File: src/ros_pkg.sv
package ros_pkg;
  // time base
  localparam int unsigned CLK_HZ       = 100_000_000;
  localparam int unsigned STAMP_RES_MS = 1;
  localparam int unsigned CYC_PER_MS   = CLK_HZ / 1000 * STAMP_RES_MS;
  localparam int unsigned TICK_MS      = 5;
  localparam int unsigned PREF_WIN_MS  = 20;
  localparam int unsigned PREF_OFS_MS  = 20;
  localparam int unsigned PREF_WIN_TK  = PREF_WIN_MS / TICK_MS;
  localparam int unsigned HIST_DEPTH   = (PREF_WIN_MS + PREF_OFS_MS) / TICK_MS;
  localparam int unsigned N_GROUPS     = 8;
  localparam int unsigned MAG_W        = 16;
  localparam logic [6:0]  RST_NUM      = 7'h61;
  localparam logic [6:0]  RST_DEN      = 7'h64;
  // input selection and magnitude codes
  localparam logic [1:0] SEL_COARSE   = 2'h1;
  localparam logic [1:0] SEL_SENS     = 2'h2;
  localparam logic [1:0] SEL_COMPUTED = 2'h3;
  localparam logic [1:0] MAG_RMS      = 2'h1;
  localparam logic [1:0] MAG_TRMS     = 2'h2;
  localparam logic [1:0] MAG_PP       = 2'h3;
  // timing modes and curve families
  localparam logic [1:0] MODE_INSTANT = 2'h0;
  localparam logic [1:0] MODE_DT      = 2'h1;
  localparam logic [1:0] MODE_IDMT    = 2'h2;
  localparam logic [1:0] CURVE_IEC    = 2'h0;
  localparam logic [1:0] CURVE_ANSI   = 2'h1;
  localparam logic [1:0] CURVE_CUSTOM = 2'h2;
  // register byte offsets
  localparam logic [7:0] OFS_CTRL     = 8'h00;
  localparam logic [7:0] OFS_STATUS   = 8'h04;
  localparam logic [7:0] OFS_IRQ_STAT = 8'h08;
  localparam logic [7:0] OFS_IRQ_MASK = 8'h0C;
  localparam logic [7:0] OFS_CNT_STRT = 8'h10;
  localparam logic [7:0] OFS_CNT_TRIP = 8'h14;
  localparam logic [7:0] OFS_CNT_BLK  = 8'h18;
  localparam logic [7:0] OFS_PREFAULT = 8'h1C;
  localparam logic [7:0] OFS_MAG      = 8'h20;
  localparam logic [1:0] GRP_PAGE     = 2'h1;
  // field positions
  localparam int unsigned CTRL_SEL_LSB  = 0;
  localparam int unsigned CTRL_MAG_LSB  = 2;
  localparam int unsigned CTRL_CLR_BIT  = 8;
  localparam int unsigned TIM_MODE_LSB  = 0;
  localparam int unsigned TIM_CURVE_LSB = 2;
  localparam int unsigned TIM_DLY_LSB   = 16;
  // reset values
  localparam logic [1:0]       SEL_RST = SEL_COARSE;
  localparam logic [1:0]       MAGC_RST = MAG_RMS;
  localparam logic [MAG_W-1:0] THR_RST = 16'h0100;
  localparam logic [31:0]      TIM_RST = 32'h0000_0000;
  // event bit positions
  localparam int unsigned EV_START_ON  = 0;
  localparam int unsigned EV_START_OFF = 1;
  localparam int unsigned EV_TRIP_ON   = 2;
  localparam int unsigned EV_TRIP_OFF  = 3;
  localparam int unsigned EV_BLK_ON    = 4;
  localparam int unsigned EV_BLK_OFF   = 5;

  typedef enum logic [1:0] {COND_NORMAL, COND_START, COND_TRIP, COND_BLOCKED} ros_cond_t;

  typedef struct packed {
    logic [MAG_W-1:0] coarse_input_rms;
    logic [MAG_W-1:0] coarse_input_true_rms;
    logic [MAG_W-1:0] sensitive_input_rms;
    logic [MAG_W-1:0] sensitive_input_true_rms;
    logic [MAG_W-1:0] computed_residual_current;
  } ros_meas_t;

  typedef struct packed {
    logic [31:0] stamp_ms;
    logic [5:0]  bits;
  } ros_event_t;
endpackage : ros_pkg

File: src/ros_stage.sv
`timescale 1ns/100ps
// Operation
// - operating current from coarse, sensitive or computed residual, set by configuration
// - measured inputs use RMS, true RMS or peak-to-peak magnitude
// - peak-to-peak is taken from raw samples directly
// - every magnitude source refreshes once per 5 ms tick
// - eight parameter sets, active one chosen by one common selector
// - set and blocking changes apply live without restart
// - instant or delayed mode; delayed is definite or inverse with IEC/ANSI/custom
// - saturation check keeps start and operate working under CT saturation for coarse and sensitive inputs, not for computed residual
// - select, process, saturation, compare, block, delay, output in order
// - timestamped ON and OFF events for start, trip and blocked
// - instant mode emits start and trip events with same stamp
// - event stamps have one millisecond resolution
// - cumulative start, trip, blocked counters, clearable on request
// - pre-fault is 20 ms average ending 20 ms before start or trip
// - input selection codes 1 coarse, 2 sensitive, 3 computed; default 1
// - pick-up above threshold, release below 97 percent of threshold
// - start only while unblocked; pick-up alone is not start
// - block sampled each processing cycle; unblocked pick-up starts delay
module ros_stage
  import ros_pkg::*;
#(
  parameter int unsigned CYC_MS = CYC_PER_MS
) (
  // clock and reset
  input  wire logic              hclk,
  input  wire logic              hresetn,
  // ahb-lite slave
  input  wire logic              hsel,
  input  wire logic [31:0]       haddr,
  input  wire logic [1:0]        htrans,
  input  wire logic              hwrite,
  input  wire logic [2:0]        hsize,
  input  wire logic              hready,
  input  wire logic [31:0]       hwdata,
  output logic      [31:0]       hrdata,
  output logic                   hreadyout,
  output logic                   hresp,
  // measurements from pre-processing
  input  wire ros_meas_t         meas,
  input  wire logic              sample_valid,
  input  wire logic [MAG_W-1:0]  coarse_sample,
  input  wire logic [MAG_W-1:0]  sensitive_sample,
  // external pins
  input  wire logic              block_in,
  input  wire logic              ct_saturation,
  input  wire logic [2:0]        group_sel,
  // stage outputs
  output logic                   start_out,
  output logic                   trip_out,
  output logic                   blocked_out,
  output logic                   irq,
  output logic                   ev_valid,
  output ros_event_t             ev
);

  function automatic logic [MAG_W-1:0] pp_of(input logic [MAG_W-1:0] mx,
                                             input logic [MAG_W-1:0] mn);
    logic signed [MAG_W:0] d;
    d = $signed({mx[MAG_W-1], mx}) - $signed({mn[MAG_W-1], mn});
    if (d <= 0) return '0;
    if (d[MAG_W-1 +: 2] != 2'h0) return '1;
    return d[MAG_W-1:0];
  endfunction : pp_of

  function automatic logic [MAG_W-1:0] pick(input logic [1:0] code,
                                            input logic [MAG_W-1:0] rms,
                                            input logic [MAG_W-1:0] trms,
                                            input logic [MAG_W-1:0] pp);
    case (code)
      MAG_TRMS: return trms;
      MAG_PP:   return pp;
      default:  return rms;
    endcase
  endfunction : pick

  function automatic logic below_release(input logic [MAG_W-1:0] m,
                                         input logic [MAG_W-1:0] t);
    return (23'(m) * 23'(RST_DEN)) < (23'(t) * 23'(RST_NUM));
  endfunction : below_release

  function automatic logic [MAG_W-1:0] s_max(input logic [MAG_W-1:0] a,
                                             input logic [MAG_W-1:0] b);
    return ($signed(a) > $signed(b)) ? a : b;
  endfunction : s_max

  function automatic logic [MAG_W-1:0] s_min(input logic [MAG_W-1:0] a,
                                             input logic [MAG_W-1:0] b);
    return ($signed(a) < $signed(b)) ? a : b;
  endfunction : s_min

  ////////////////////////////////////////////////////////////////////////////
  // pin synchronisers
  logic [4:0] sync1_r;
  logic [4:0] sync2_r;
  wire        blk_s = sync2_r[0];
  wire        sat_s = sync2_r[1];
  wire  [2:0] grp_s = sync2_r[4:2];

  always_ff @(posedge hclk or negedge hresetn) begin
    if (!hresetn) begin
      sync1_r <= '0;
      sync2_r <= '0;
    end else begin
      sync1_r <= {group_sel, ct_saturation, block_in};
      sync2_r <= sync1_r;
    end
  end

  ////////////////////////////////////////////////////////////////////////////
  // millisecond stamp and 5 ms processing tick
  logic [31:0] ms_cyc_r;
  logic [31:0] stamp_r;
  logic [2:0]  tk_ms_r;
  wire         ms_pulse = (ms_cyc_r == 32'(CYC_MS - 1));
  wire         tick     = ms_pulse && (tk_ms_r == 3'(TICK_MS - 1));

  always_ff @(posedge hclk or negedge hresetn) begin
    if (!hresetn) begin
      ms_cyc_r <= '0;
      stamp_r  <= '0;
      tk_ms_r  <= '0;
    end else begin
      ms_cyc_r <= ms_pulse ? 32'h0 : ms_cyc_r + 32'h1;
      stamp_r  <= ms_pulse ? stamp_r + 32'h1 : stamp_r;
      tk_ms_r  <= tick ? 3'h0 : (ms_pulse ? tk_ms_r + 3'h1 : tk_ms_r);
    end
  end

  ////////////////////////////////////////////////////////////////////////////
  // raw-sample peak trackers
  logic [MAG_W-1:0] cmax_r, cmin_r, smax_r, smin_r;
  localparam logic [MAG_W-1:0] NEG_FULL = {1'b1, {(MAG_W-1){1'b0}}};
  localparam logic [MAG_W-1:0] POS_FULL = {1'b0, {(MAG_W-1){1'b1}}};

  always_ff @(posedge hclk or negedge hresetn) begin
    if (!hresetn) begin
      cmax_r <= NEG_FULL;
      cmin_r <= POS_FULL;
      smax_r <= NEG_FULL;
      smin_r <= POS_FULL;
    end else if (tick) begin
      cmax_r <= NEG_FULL;
      cmin_r <= POS_FULL;
      smax_r <= NEG_FULL;
      smin_r <= POS_FULL;
    end else if (sample_valid) begin
      cmax_r <= s_max(cmax_r, coarse_sample);
      cmin_r <= s_min(cmin_r, coarse_sample);
      smax_r <= s_max(smax_r, sensitive_sample);
      smin_r <= s_min(smin_r, sensitive_sample);
    end
  end

  ////////////////////////////////////////////////////////////////////////////
  // configuration registers
  logic [1:0]       sel_r, magc_r;
  logic [MAG_W-1:0] thr_mem [N_GROUPS];
  logic [31:0]      tim_mem [N_GROUPS];
  logic [2:0]       irq_stat_r, irq_mask_r;

  // input selection, magnitude processing and saturation check
  wire [MAG_W-1:0] coarse_input_peak_peak    = pp_of(cmax_r, cmin_r);
  wire [MAG_W-1:0] sensitive_input_peak_peak = pp_of(smax_r, smin_r);
  wire [MAG_W-1:0] coarse_mag = pick(magc_r, meas.coarse_input_rms,
                                     meas.coarse_input_true_rms, coarse_input_peak_peak);
  wire [MAG_W-1:0] sens_mag   = pick(magc_r, meas.sensitive_input_rms,
                                     meas.sensitive_input_true_rms,
                                     sensitive_input_peak_peak);
  wire [MAG_W-1:0] raw_mag = (sel_r == SEL_SENS)     ? sens_mag :
                             (sel_r == SEL_COMPUTED) ? meas.computed_residual_current :
                                                       coarse_mag;
  wire [MAG_W-1:0] pp_sel  = (sel_r == SEL_SENS) ? sensitive_input_peak_peak
                                                 : coarse_input_peak_peak;
  wire [MAG_W-1:0] half_pp = pp_sel >> 1;
  // a saturated ct squashes rms, the raw peak survives
  wire             use_pk  = sat_s && (sel_r != SEL_COMPUTED) && (half_pp > raw_mag);
  wire [MAG_W-1:0] proc_mag = use_pk ? half_pp : raw_mag;

  ////////////////////////////////////////////////////////////////////////////
  // threshold, blocking and delay evaluation, one cycle after the tick
  logic [MAG_W-1:0] mag_r;
  logic             proc_r;
  logic             pickup_r;
  logic [15:0]      dt_cnt_r;
  logic [31:0]      acc_r;
  logic [MAG_W-1:0] hist_r [HIST_DEPTH];
  logic [MAG_W-1:0] prefault_r;

  wire [MAG_W-1:0] thr      = thr_mem[grp_s];
  wire [31:0]      tim      = tim_mem[grp_s];
  wire [1:0]       mode     = tim[TIM_MODE_LSB +: 2];
  wire [1:0]       curve    = tim[TIM_CURVE_LSB +: 2];
  wire [15:0]      delay    = tim[TIM_DLY_LSB +: 16];
  wire             pu_nxt   = pickup_r ? !below_release(mag_r, thr) : (mag_r > thr);
  wire             start_nxt = pu_nxt && !blk_s;
  wire             blk_nxt  = pu_nxt && blk_s;
  wire [MAG_W-1:0] excess   = (mag_r > thr) ? mag_r - thr : '0;
  wire [31:0]      acc_nxt  = acc_r + (32'(excess) >> ((curve == CURVE_IEC)  ? 0 :
                                                       (curve == CURVE_ANSI) ? 1 : 2));
  wire [15:0]      dt_nxt   = dt_cnt_r + 16'h1;
  wire             expired  = (mode == MODE_INSTANT) ||
                              ((mode == MODE_DT) && (dt_nxt >= delay)) ||
                              ((mode == MODE_IDMT) && (acc_nxt >= {delay, 16'h0000}));
  wire             trip_nxt = start_nxt && (trip_out || expired);
  wire [5:0]       ev_bits  = {blocked_out && !blk_nxt, !blocked_out && blk_nxt,
                               trip_out && !trip_nxt, !trip_out && trip_nxt,
                               start_out && !start_nxt, !start_out && start_nxt};
  wire             fault_on = ev_bits[EV_START_ON] || ev_bits[EV_TRIP_ON];

  logic [MAG_W+1:0] pref_sum;
  always_comb begin
    pref_sum = '0;
    for (int i = PREF_WIN_TK; i < HIST_DEPTH; i++) begin
      pref_sum = pref_sum + (MAG_W+2)'(hist_r[i]);
    end
  end

  always_ff @(posedge hclk or negedge hresetn) begin
    if (!hresetn) begin
      mag_r  <= '0;
      proc_r <= 1'b0;
    end else begin
      proc_r <= tick;
      mag_r  <= tick ? proc_mag : mag_r;
    end
  end

  always_ff @(posedge hclk or negedge hresetn) begin
    if (!hresetn) begin
      pickup_r    <= 1'b0;
      start_out   <= 1'b0;
      trip_out    <= 1'b0;
      blocked_out <= 1'b0;
      dt_cnt_r    <= '0;
      acc_r       <= '0;
    end else if (proc_r) begin
      pickup_r    <= pu_nxt;
      start_out   <= start_nxt;
      trip_out    <= trip_nxt;
      blocked_out <= blk_nxt;
      dt_cnt_r    <= start_nxt ? dt_nxt : 16'h0;
      acc_r       <= start_nxt ? acc_nxt : 32'h0;
    end
  end

  always_ff @(posedge hclk or negedge hresetn) begin
    if (!hresetn) begin
      for (int i = 0; i < HIST_DEPTH; i++) hist_r[i] <= '0;
      prefault_r <= '0;
    end else if (proc_r) begin
      hist_r[0] <= mag_r;
      for (int i = 1; i < HIST_DEPTH; i++) hist_r[i] <= hist_r[i-1];
      if (fault_on) prefault_r <= pref_sum[MAG_W+1:2];
    end
  end

  // events carry one stamp per processing cycle
  always_ff @(posedge hclk or negedge hresetn) begin
    if (!hresetn) begin
      ev_valid <= 1'b0;
      ev       <= '0;
    end else begin
      ev_valid    <= proc_r && (ev_bits != 6'h00);
      ev.bits     <= proc_r ? ev_bits : 6'h00;
      ev.stamp_ms <= proc_r ? stamp_r : ev.stamp_ms;
    end
  end

  ////////////////////////////////////////////////////////////////////////////
  // ahb-lite slave, zero wait states
  logic        wr_pend_r;
  logic [7:0]  wr_addr_r;
  logic [15:0] cnt_start_r, cnt_trip_r, cnt_blk_r;
  wire         acc_ok  = hsel && htrans[1] && hready;
  wire         grp_hit = (haddr[7:6] == GRP_PAGE);
  wire         wgrp    = (wr_addr_r[7:6] == GRP_PAGE);
  wire [2:0]   wgi     = wr_addr_r[5:3];
  wire         wr_ctrl = wr_pend_r && (wr_addr_r == OFS_CTRL);
  wire         cnt_clr = wr_ctrl && hwdata[CTRL_CLR_BIT];
  wire [2:0]   w1c     = (wr_pend_r && (wr_addr_r == OFS_IRQ_STAT)) ? hwdata[2:0] : 3'h0;
  wire [2:0]   irq_set = proc_r ? {ev_bits[EV_BLK_ON], ev_bits[EV_TRIP_ON],
                                   ev_bits[EV_START_ON]} : 3'h0;
  wire [1:0]   w_sel   = hwdata[CTRL_SEL_LSB +: 2];
  wire [1:0]   w_magc  = hwdata[CTRL_MAG_LSB +: 2];
  ros_cond_t   cond;
  assign cond = trip_out ? COND_TRIP : start_out ? COND_START :
                blocked_out ? COND_BLOCKED : COND_NORMAL;

  logic [31:0] rd_word;
  always_comb begin
    rd_word = 32'h0;
    if (grp_hit) begin
      rd_word = haddr[2] ? tim_mem[haddr[5:3]] : 32'(thr_mem[haddr[5:3]]);
    end else begin
      case (haddr[7:0])
        OFS_CTRL:     rd_word = {28'h0, magc_r, sel_r};
        OFS_STATUS:   rd_word = {25'h0, grp_s, pickup_r, blocked_out, trip_out, start_out};
        OFS_IRQ_STAT: rd_word = {29'h0, irq_stat_r};
        OFS_IRQ_MASK: rd_word = {29'h0, irq_mask_r};
        OFS_CNT_STRT: rd_word = {16'h0, cnt_start_r};
        OFS_CNT_TRIP: rd_word = {16'h0, cnt_trip_r};
        OFS_CNT_BLK:  rd_word = {16'h0, cnt_blk_r};
        OFS_PREFAULT: rd_word = 32'(prefault_r);
        OFS_MAG:      rd_word = {14'h0, cond, mag_r};
        default:      rd_word = 32'h0;
      endcase
    end
  end

  always_ff @(posedge hclk or negedge hresetn) begin
    if (!hresetn) begin
      wr_pend_r <= 1'b0;
      wr_addr_r <= '0;
      hrdata    <= '0;
      hreadyout <= 1'b0;
      hresp     <= 1'b0;
    end else begin
      wr_pend_r <= acc_ok && hwrite;
      wr_addr_r <= acc_ok ? haddr[7:0] : wr_addr_r;
      hrdata    <= (acc_ok && !hwrite) ? rd_word : 32'h0;
      hreadyout <= 1'b1;
      hresp     <= 1'b0;
    end
  end

  always_ff @(posedge hclk or negedge hresetn) begin
    if (!hresetn) begin
      sel_r      <= SEL_RST;
      magc_r     <= MAGC_RST;
      irq_mask_r <= '0;
      for (int i = 0; i < N_GROUPS; i++) begin
        thr_mem[i] <= THR_RST;
        tim_mem[i] <= TIM_RST;
      end
    end else begin
      if (wr_ctrl && w_sel != 2'h0) sel_r <= w_sel;
      if (wr_ctrl && w_magc != 2'h0) magc_r <= w_magc;
      if (wr_pend_r && wr_addr_r == OFS_IRQ_MASK) irq_mask_r <= hwdata[2:0];
      if (wr_pend_r && wgrp && !wr_addr_r[2]) thr_mem[wgi] <= hwdata[MAG_W-1:0];
      if (wr_pend_r && wgrp && wr_addr_r[2]) tim_mem[wgi] <= hwdata;
    end
  end

  // counting wins over a clear in the same cycle
  always_ff @(posedge hclk or negedge hresetn) begin
    if (!hresetn) begin
      cnt_start_r <= '0;
      cnt_trip_r  <= '0;
      cnt_blk_r   <= '0;
      irq_stat_r  <= '0;
      irq         <= 1'b0;
    end else begin
      cnt_start_r <= (cnt_clr ? 16'h0 : cnt_start_r) + 16'(irq_set[0]);
      cnt_trip_r  <= (cnt_clr ? 16'h0 : cnt_trip_r) + 16'(irq_set[1]);
      cnt_blk_r   <= (cnt_clr ? 16'h0 : cnt_blk_r) + 16'(irq_set[2]);
      irq_stat_r  <= (irq_stat_r & ~w1c) | irq_set;
      irq         <= |(irq_stat_r & irq_mask_r);
    end
  end

  ////////////////////////////////////////////////////////////////////////////
  // checks
  int unsigned gap_r;
  logic        seen_r;
  always_ff @(posedge hclk or negedge hresetn) begin
    if (!hresetn) begin
      gap_r  <= 0;
      seen_r <= 1'b0;
    end else begin
      gap_r  <= tick ? 0 : gap_r + 1;
      seen_r <= seen_r | tick;
    end
  end

  chk_tick_period: assert property (
    @(posedge hclk) disable iff (!hresetn) (tick && seen_r) |-> (gap_r == CYC_MS * TICK_MS - 1))
    else $error("processing tick period wrong");
  chk_start_unblocked: assert property (
    @(posedge hclk) disable iff (!hresetn) start_out |-> !blocked_out)
    else $error("start and blocked together");
  chk_trip_with_start: assert property (
    @(posedge hclk) disable iff (!hresetn) trip_out |-> start_out)
    else $error("trip without start");
  chk_sel_encoding: assert property (
    @(posedge hclk) disable iff (!hresetn) sel_r != 2'h0)
    else $error("input selection code zero");
  chk_instant_same_stamp: assert property (
    @(posedge hclk) disable iff (!hresetn)
    (proc_r && mode == MODE_INSTANT && start_nxt && !start_out)
      |=> (ev_valid && ev.bits[EV_START_ON] && ev.bits[EV_TRIP_ON]))
    else $error("instant start and trip events split");
  chk_start_event: assert property (
    @(posedge hclk) disable iff (!hresetn)
    $rose(start_out) |-> (ev_valid && ev.bits[EV_START_ON] && ev.stamp_ms == $past(stamp_r)))
    else $error("start rise without event");
  chk_hyst_hold: assert property (
    @(posedge hclk) disable iff (!hresetn)
    (proc_r && pickup_r && !below_release(mag_r, thr)) |=> pickup_r)
    else $error("pickup released above reset ratio");
  chk_start_count: assert property (
    @(posedge hclk) disable iff (!hresetn)
    ($rose(start_out) && !$past(cnt_clr)) |-> (cnt_start_r == $past(cnt_start_r) + 16'h1))
    else $error("start counter missed");
  chk_irq_level: assert property (
    @(posedge hclk) disable iff (!hresetn) irq == $past(|(irq_stat_r & irq_mask_r)))
    else $error("interrupt level wrong");

endmodule : ros_stage

File: config.mk
export PLATFORM = sky130hd
export DESIGN_NAME = ros_stage
export DESIGN_NICKNAME = d
export VERILOG_FILES = /design/src/ros_pkg.sv /design/src/ros_stage.sv
export SDC_FILE = /design/constraint.sdc
export NUM_CORES = 2
export LEC_CHECK = 0
export ABC_CLOCK_PERIOD_IN_PS = 10600
export BUFFER_PORTS_ARGS = -buffer_cell sky130_fd_sc_hd__buf_2
export CORE_UTILIZATION = 45
export CTS_CLUSTER_SIZE = 12
export DETAILED_ROUTE_END_ITERATION = 16
export GPL_TIMING_DRIVEN = 0
export PLACE_DENSITY = 0.61
export SYNTH_ARGS = -nofsm -noshare
export SYNTH_HDL_FRONTEND = slang
export SYNTH_SLANG_ARGS = --single-unit
File: constraint.sdc
create_clock -name hclk -period 10.6 [get_ports hclk]
set_input_delay 2.12 -clock hclk [delete_from_list [all_inputs] [get_ports hclk]]
set_output_delay 2.12 -clock hclk [all_outputs]
set_load 0.02 [all_outputs]
==> results.cfg <==
[timing]
fin_hold_ws_ps = 346
rsz0062_at_grt = false
min_period_ps = 10090
timing.final.crit_share = 0.952
slew_violations = 0
fin_skew_ps = 50.9
hold_viol_final = 0
tightest_slew_ps = 1480
setup_viol = 0
clock.fmax_mhz = 99.1
max-slew-margin-rel = 0.0156

[clock_tree]
clk_path_buf_depth = 3
cts_tree = done
htreeDepth = 3
cts_made_buffers = 99
root_buffer = clkbuf_16
clock-sinks = 878
path_clk_slew_ps = 60
clock_latency_ps = 700

[yosys]
avgSynthCellArea_sq_um = 11.5
syn-num-nets = 5162
synth-edff-count = 0
synth_common_cells = dfrtp_1, mux2_2, ha_1
synthDominantCellAreaShare = 0.398
async_flop_share = 1.00
synthAdderAreaFrac = 0.103
synth.area.mux_share = 0.216
synthTopCellsByArea = dfrtp_1, mux2_2, ha_1, mux4_2, dfstp_2
synth_most_common_cell = dfrtp_1
synth_top_family_by_area = multiplexers
ys_ff_latch = 878
yosys.area.top_type = dfrtp_1
synthSimpleGateAreaFrac = 0.0911
synth_area_sq_um = 52500
yosysWarnings = 0
ys_types = 86
yosys_most_used_dff = dfrtp_1
ys_seq_area_frac = 0.419
synth_compound_area_frac = 0.103
synth_xor_area_frac = 0.0322
netlist_instances = 4569

[min_path]
holdCritPathClass = reg2reg

[die]
initial_utilization = 0.457
core_sq_um = 115000
die_area_sq_um = 118000
die_w_um = 344
die_h_um = 344
pin_count = 269
rows = 124

[pwr]
p_sw_uw = 3840
clkPwrFrac = 0.315
internal-power_uw = 7060
p_per_area_nw_per_um2 = 183
switching_share = 0.352
p_comb_frac = 0.340
vdd_ir_drop_max_mv = 0.143
power_frac_seq = 0.346
leakagePower_uw = 0.0282

[final_layout]
nNetsFinal = 5510
area_growth_pct = 13.2
design_area_sq_um = 59500
drive_gt1_frac = 0.258

[worst_setup_path]
cp_max_fo = 10
cp.arrival_ps = 10650
cpMaxStageDelayCell = mux4_2
path_class = reg2reg
endpoint_kind = flop
worst_path_most_repeated_cell = ha_1
max_stage_delay_ps = 540
worstPathRequired_ps = 11160
cp-start-kind = flop

[global_routing]
grt_pass1_wl_um = 228000
grt-ovfl-total = 0
grt_max_degree = 121
grt_use_total = 0.251
first_global_vias = 38200
antenna_found_initial = 5

[route]
drc = 0
wl_per_cell_um = 22.6
vias = 38100
wl_um = 147000
drt-initial-drc-count = 2946
ant_nets = 0
firstDrtPassIters = 6
viasPerCell = 5.85

[placement]
gp_routability_congestion = 0.949
placed_area_sq_um = 55800
port_buffers = 232
detailedPlacementHpwl_um = 108000

[run_status]
status = complete, no violations

[run]
cap_violations = 0
[per-stage QoR]
stage               setup TNS (ps)  std cells  power [uW]  worst slack (ps)   util
floorplan                        0       4569        6380               871      -
global placement                 -       6313        7370            -12170  0.483
detailed placement          -93550       6322        7430             -2670  0.486
global route                     0       6508       11500              2.26  0.517
finish                           0       6509       10900               510  0.517
CTS                              0       6503       10900              2.57  0.516
[power groups by stage]
stage,Sequential (uW),Combinational (uW),Clock [uW]
after global placement,3820,3550,0
final,3770,3710,3430
after CTS,3770,3640,3510
after global routing,3800,4100,3640
after detailed placement,3820,3600,0
after floorplan,3770,2610,0
[logic make-up after synthesis]
family | after synthesis
simple gates | 979
mux | 841
buf+inv | 482
fa+ha+maj | 401
xor+xnor | 193
compound gates | 793
flops | 878
other cells | 2
[final timing paths]
| check | slack (ps) | startpoint | endpoint | cells after the start |
|---|---|---|---|---|
| min in group asynchronous | 1340 | hresetn | cmax_r[4] | 1 |
| max in group asynchronous | 7000 | hresetn | cnt_start_r[13] | 5 |
| hold reg to reg | 350 | sync1_r[0] | sync2_r[0] | 0 |
| setup / recovery | 510 | sync2_r[2] | cnt_trip_r[14] | 41 |
| setup reg to reg | 510 | sync2_r[2] | cnt_trip_r[14] | 41 |
| hold / removal | 350 | sync1_r[0] | sync2_r[0] | 0 |
[worst max-delay path, delay by kind of cell, from the launching register on]
family          cells  cell delay (ps)
compound gates     15             3780
simple gates       11             1760
fa+ha+maj           5             1360
buf+inv             5             1290
mux                 2              840
xor+xnor            3              440
flops               1              430
[layer usage]
layer  GRT usage  vias to the layer above  routed length (um)
met2       0.406                      989               69400
met5           0                        -                  48
met1       0.346                    19300               65700
li1            -                    17500                   -
met4      0.0805                        8                4270
met3      0.0377                      273                7910
[what timing repair did]
item                                    in CTS  in global routing
hold endpoints to repair                     0                  0
resized for setup                           54                 29
hold buffers                                 0                  0
pin swaps                                    1                  5
endpoints found under the setup margin      75                 40
gates cloned                                 0                  0
setup buffers                                3                  5
[sequential cells by signal (all words and copies together), names as in the netlist, 32 cells and up]
signal and cells:
hist_r 128, acc_r 32, stamp_r 32, tim_mem 256
hrdata 32, thr_mem 128, ms_cyc_r 32, ev 38
[placed cells by master (no fill, tap or decap), drive strengths merged, types with 52 or more instances in the layout]
cell type / netlist / routed
a21o: 72 / 72
and3: 57 / 57
o21ai: 151 / 151
nand4: 52 / 52
nor3: 74 / 74
mux4: 168 / 168
clkbuf: 188 / 325
nor2: 211 / 211
nand2: 261 / 261
xor2: 81 / 81
a21oi: 165 / 165
inv: 246 / 248
fa: 55 / 55
xnor2: 112 / 112
dfrtp: 836 / 836
mux2i: 71 / 71
mux2: 602 / 602
nand3: 121 / 121
buf: 46 / 296
ha: 346 / 346
[final cells by class]
class | count | area, sq um
Timing Repair Buffer | 250 | 1500
Fill cell | 10100 | 55500
Multi-Input combinational cell | 3209 | 28900
Sequential cell | 878 | 22000
Buffer | 231 | 942
Clock inverter | 39 | 402
Tap cell | 1512 | 1890
Clock buffer | 141 | 2870
Antenna cell | 1 | 2.50
Inverter | 248 | 931
No activity file was read; power rests on OpenSTA's default activity.
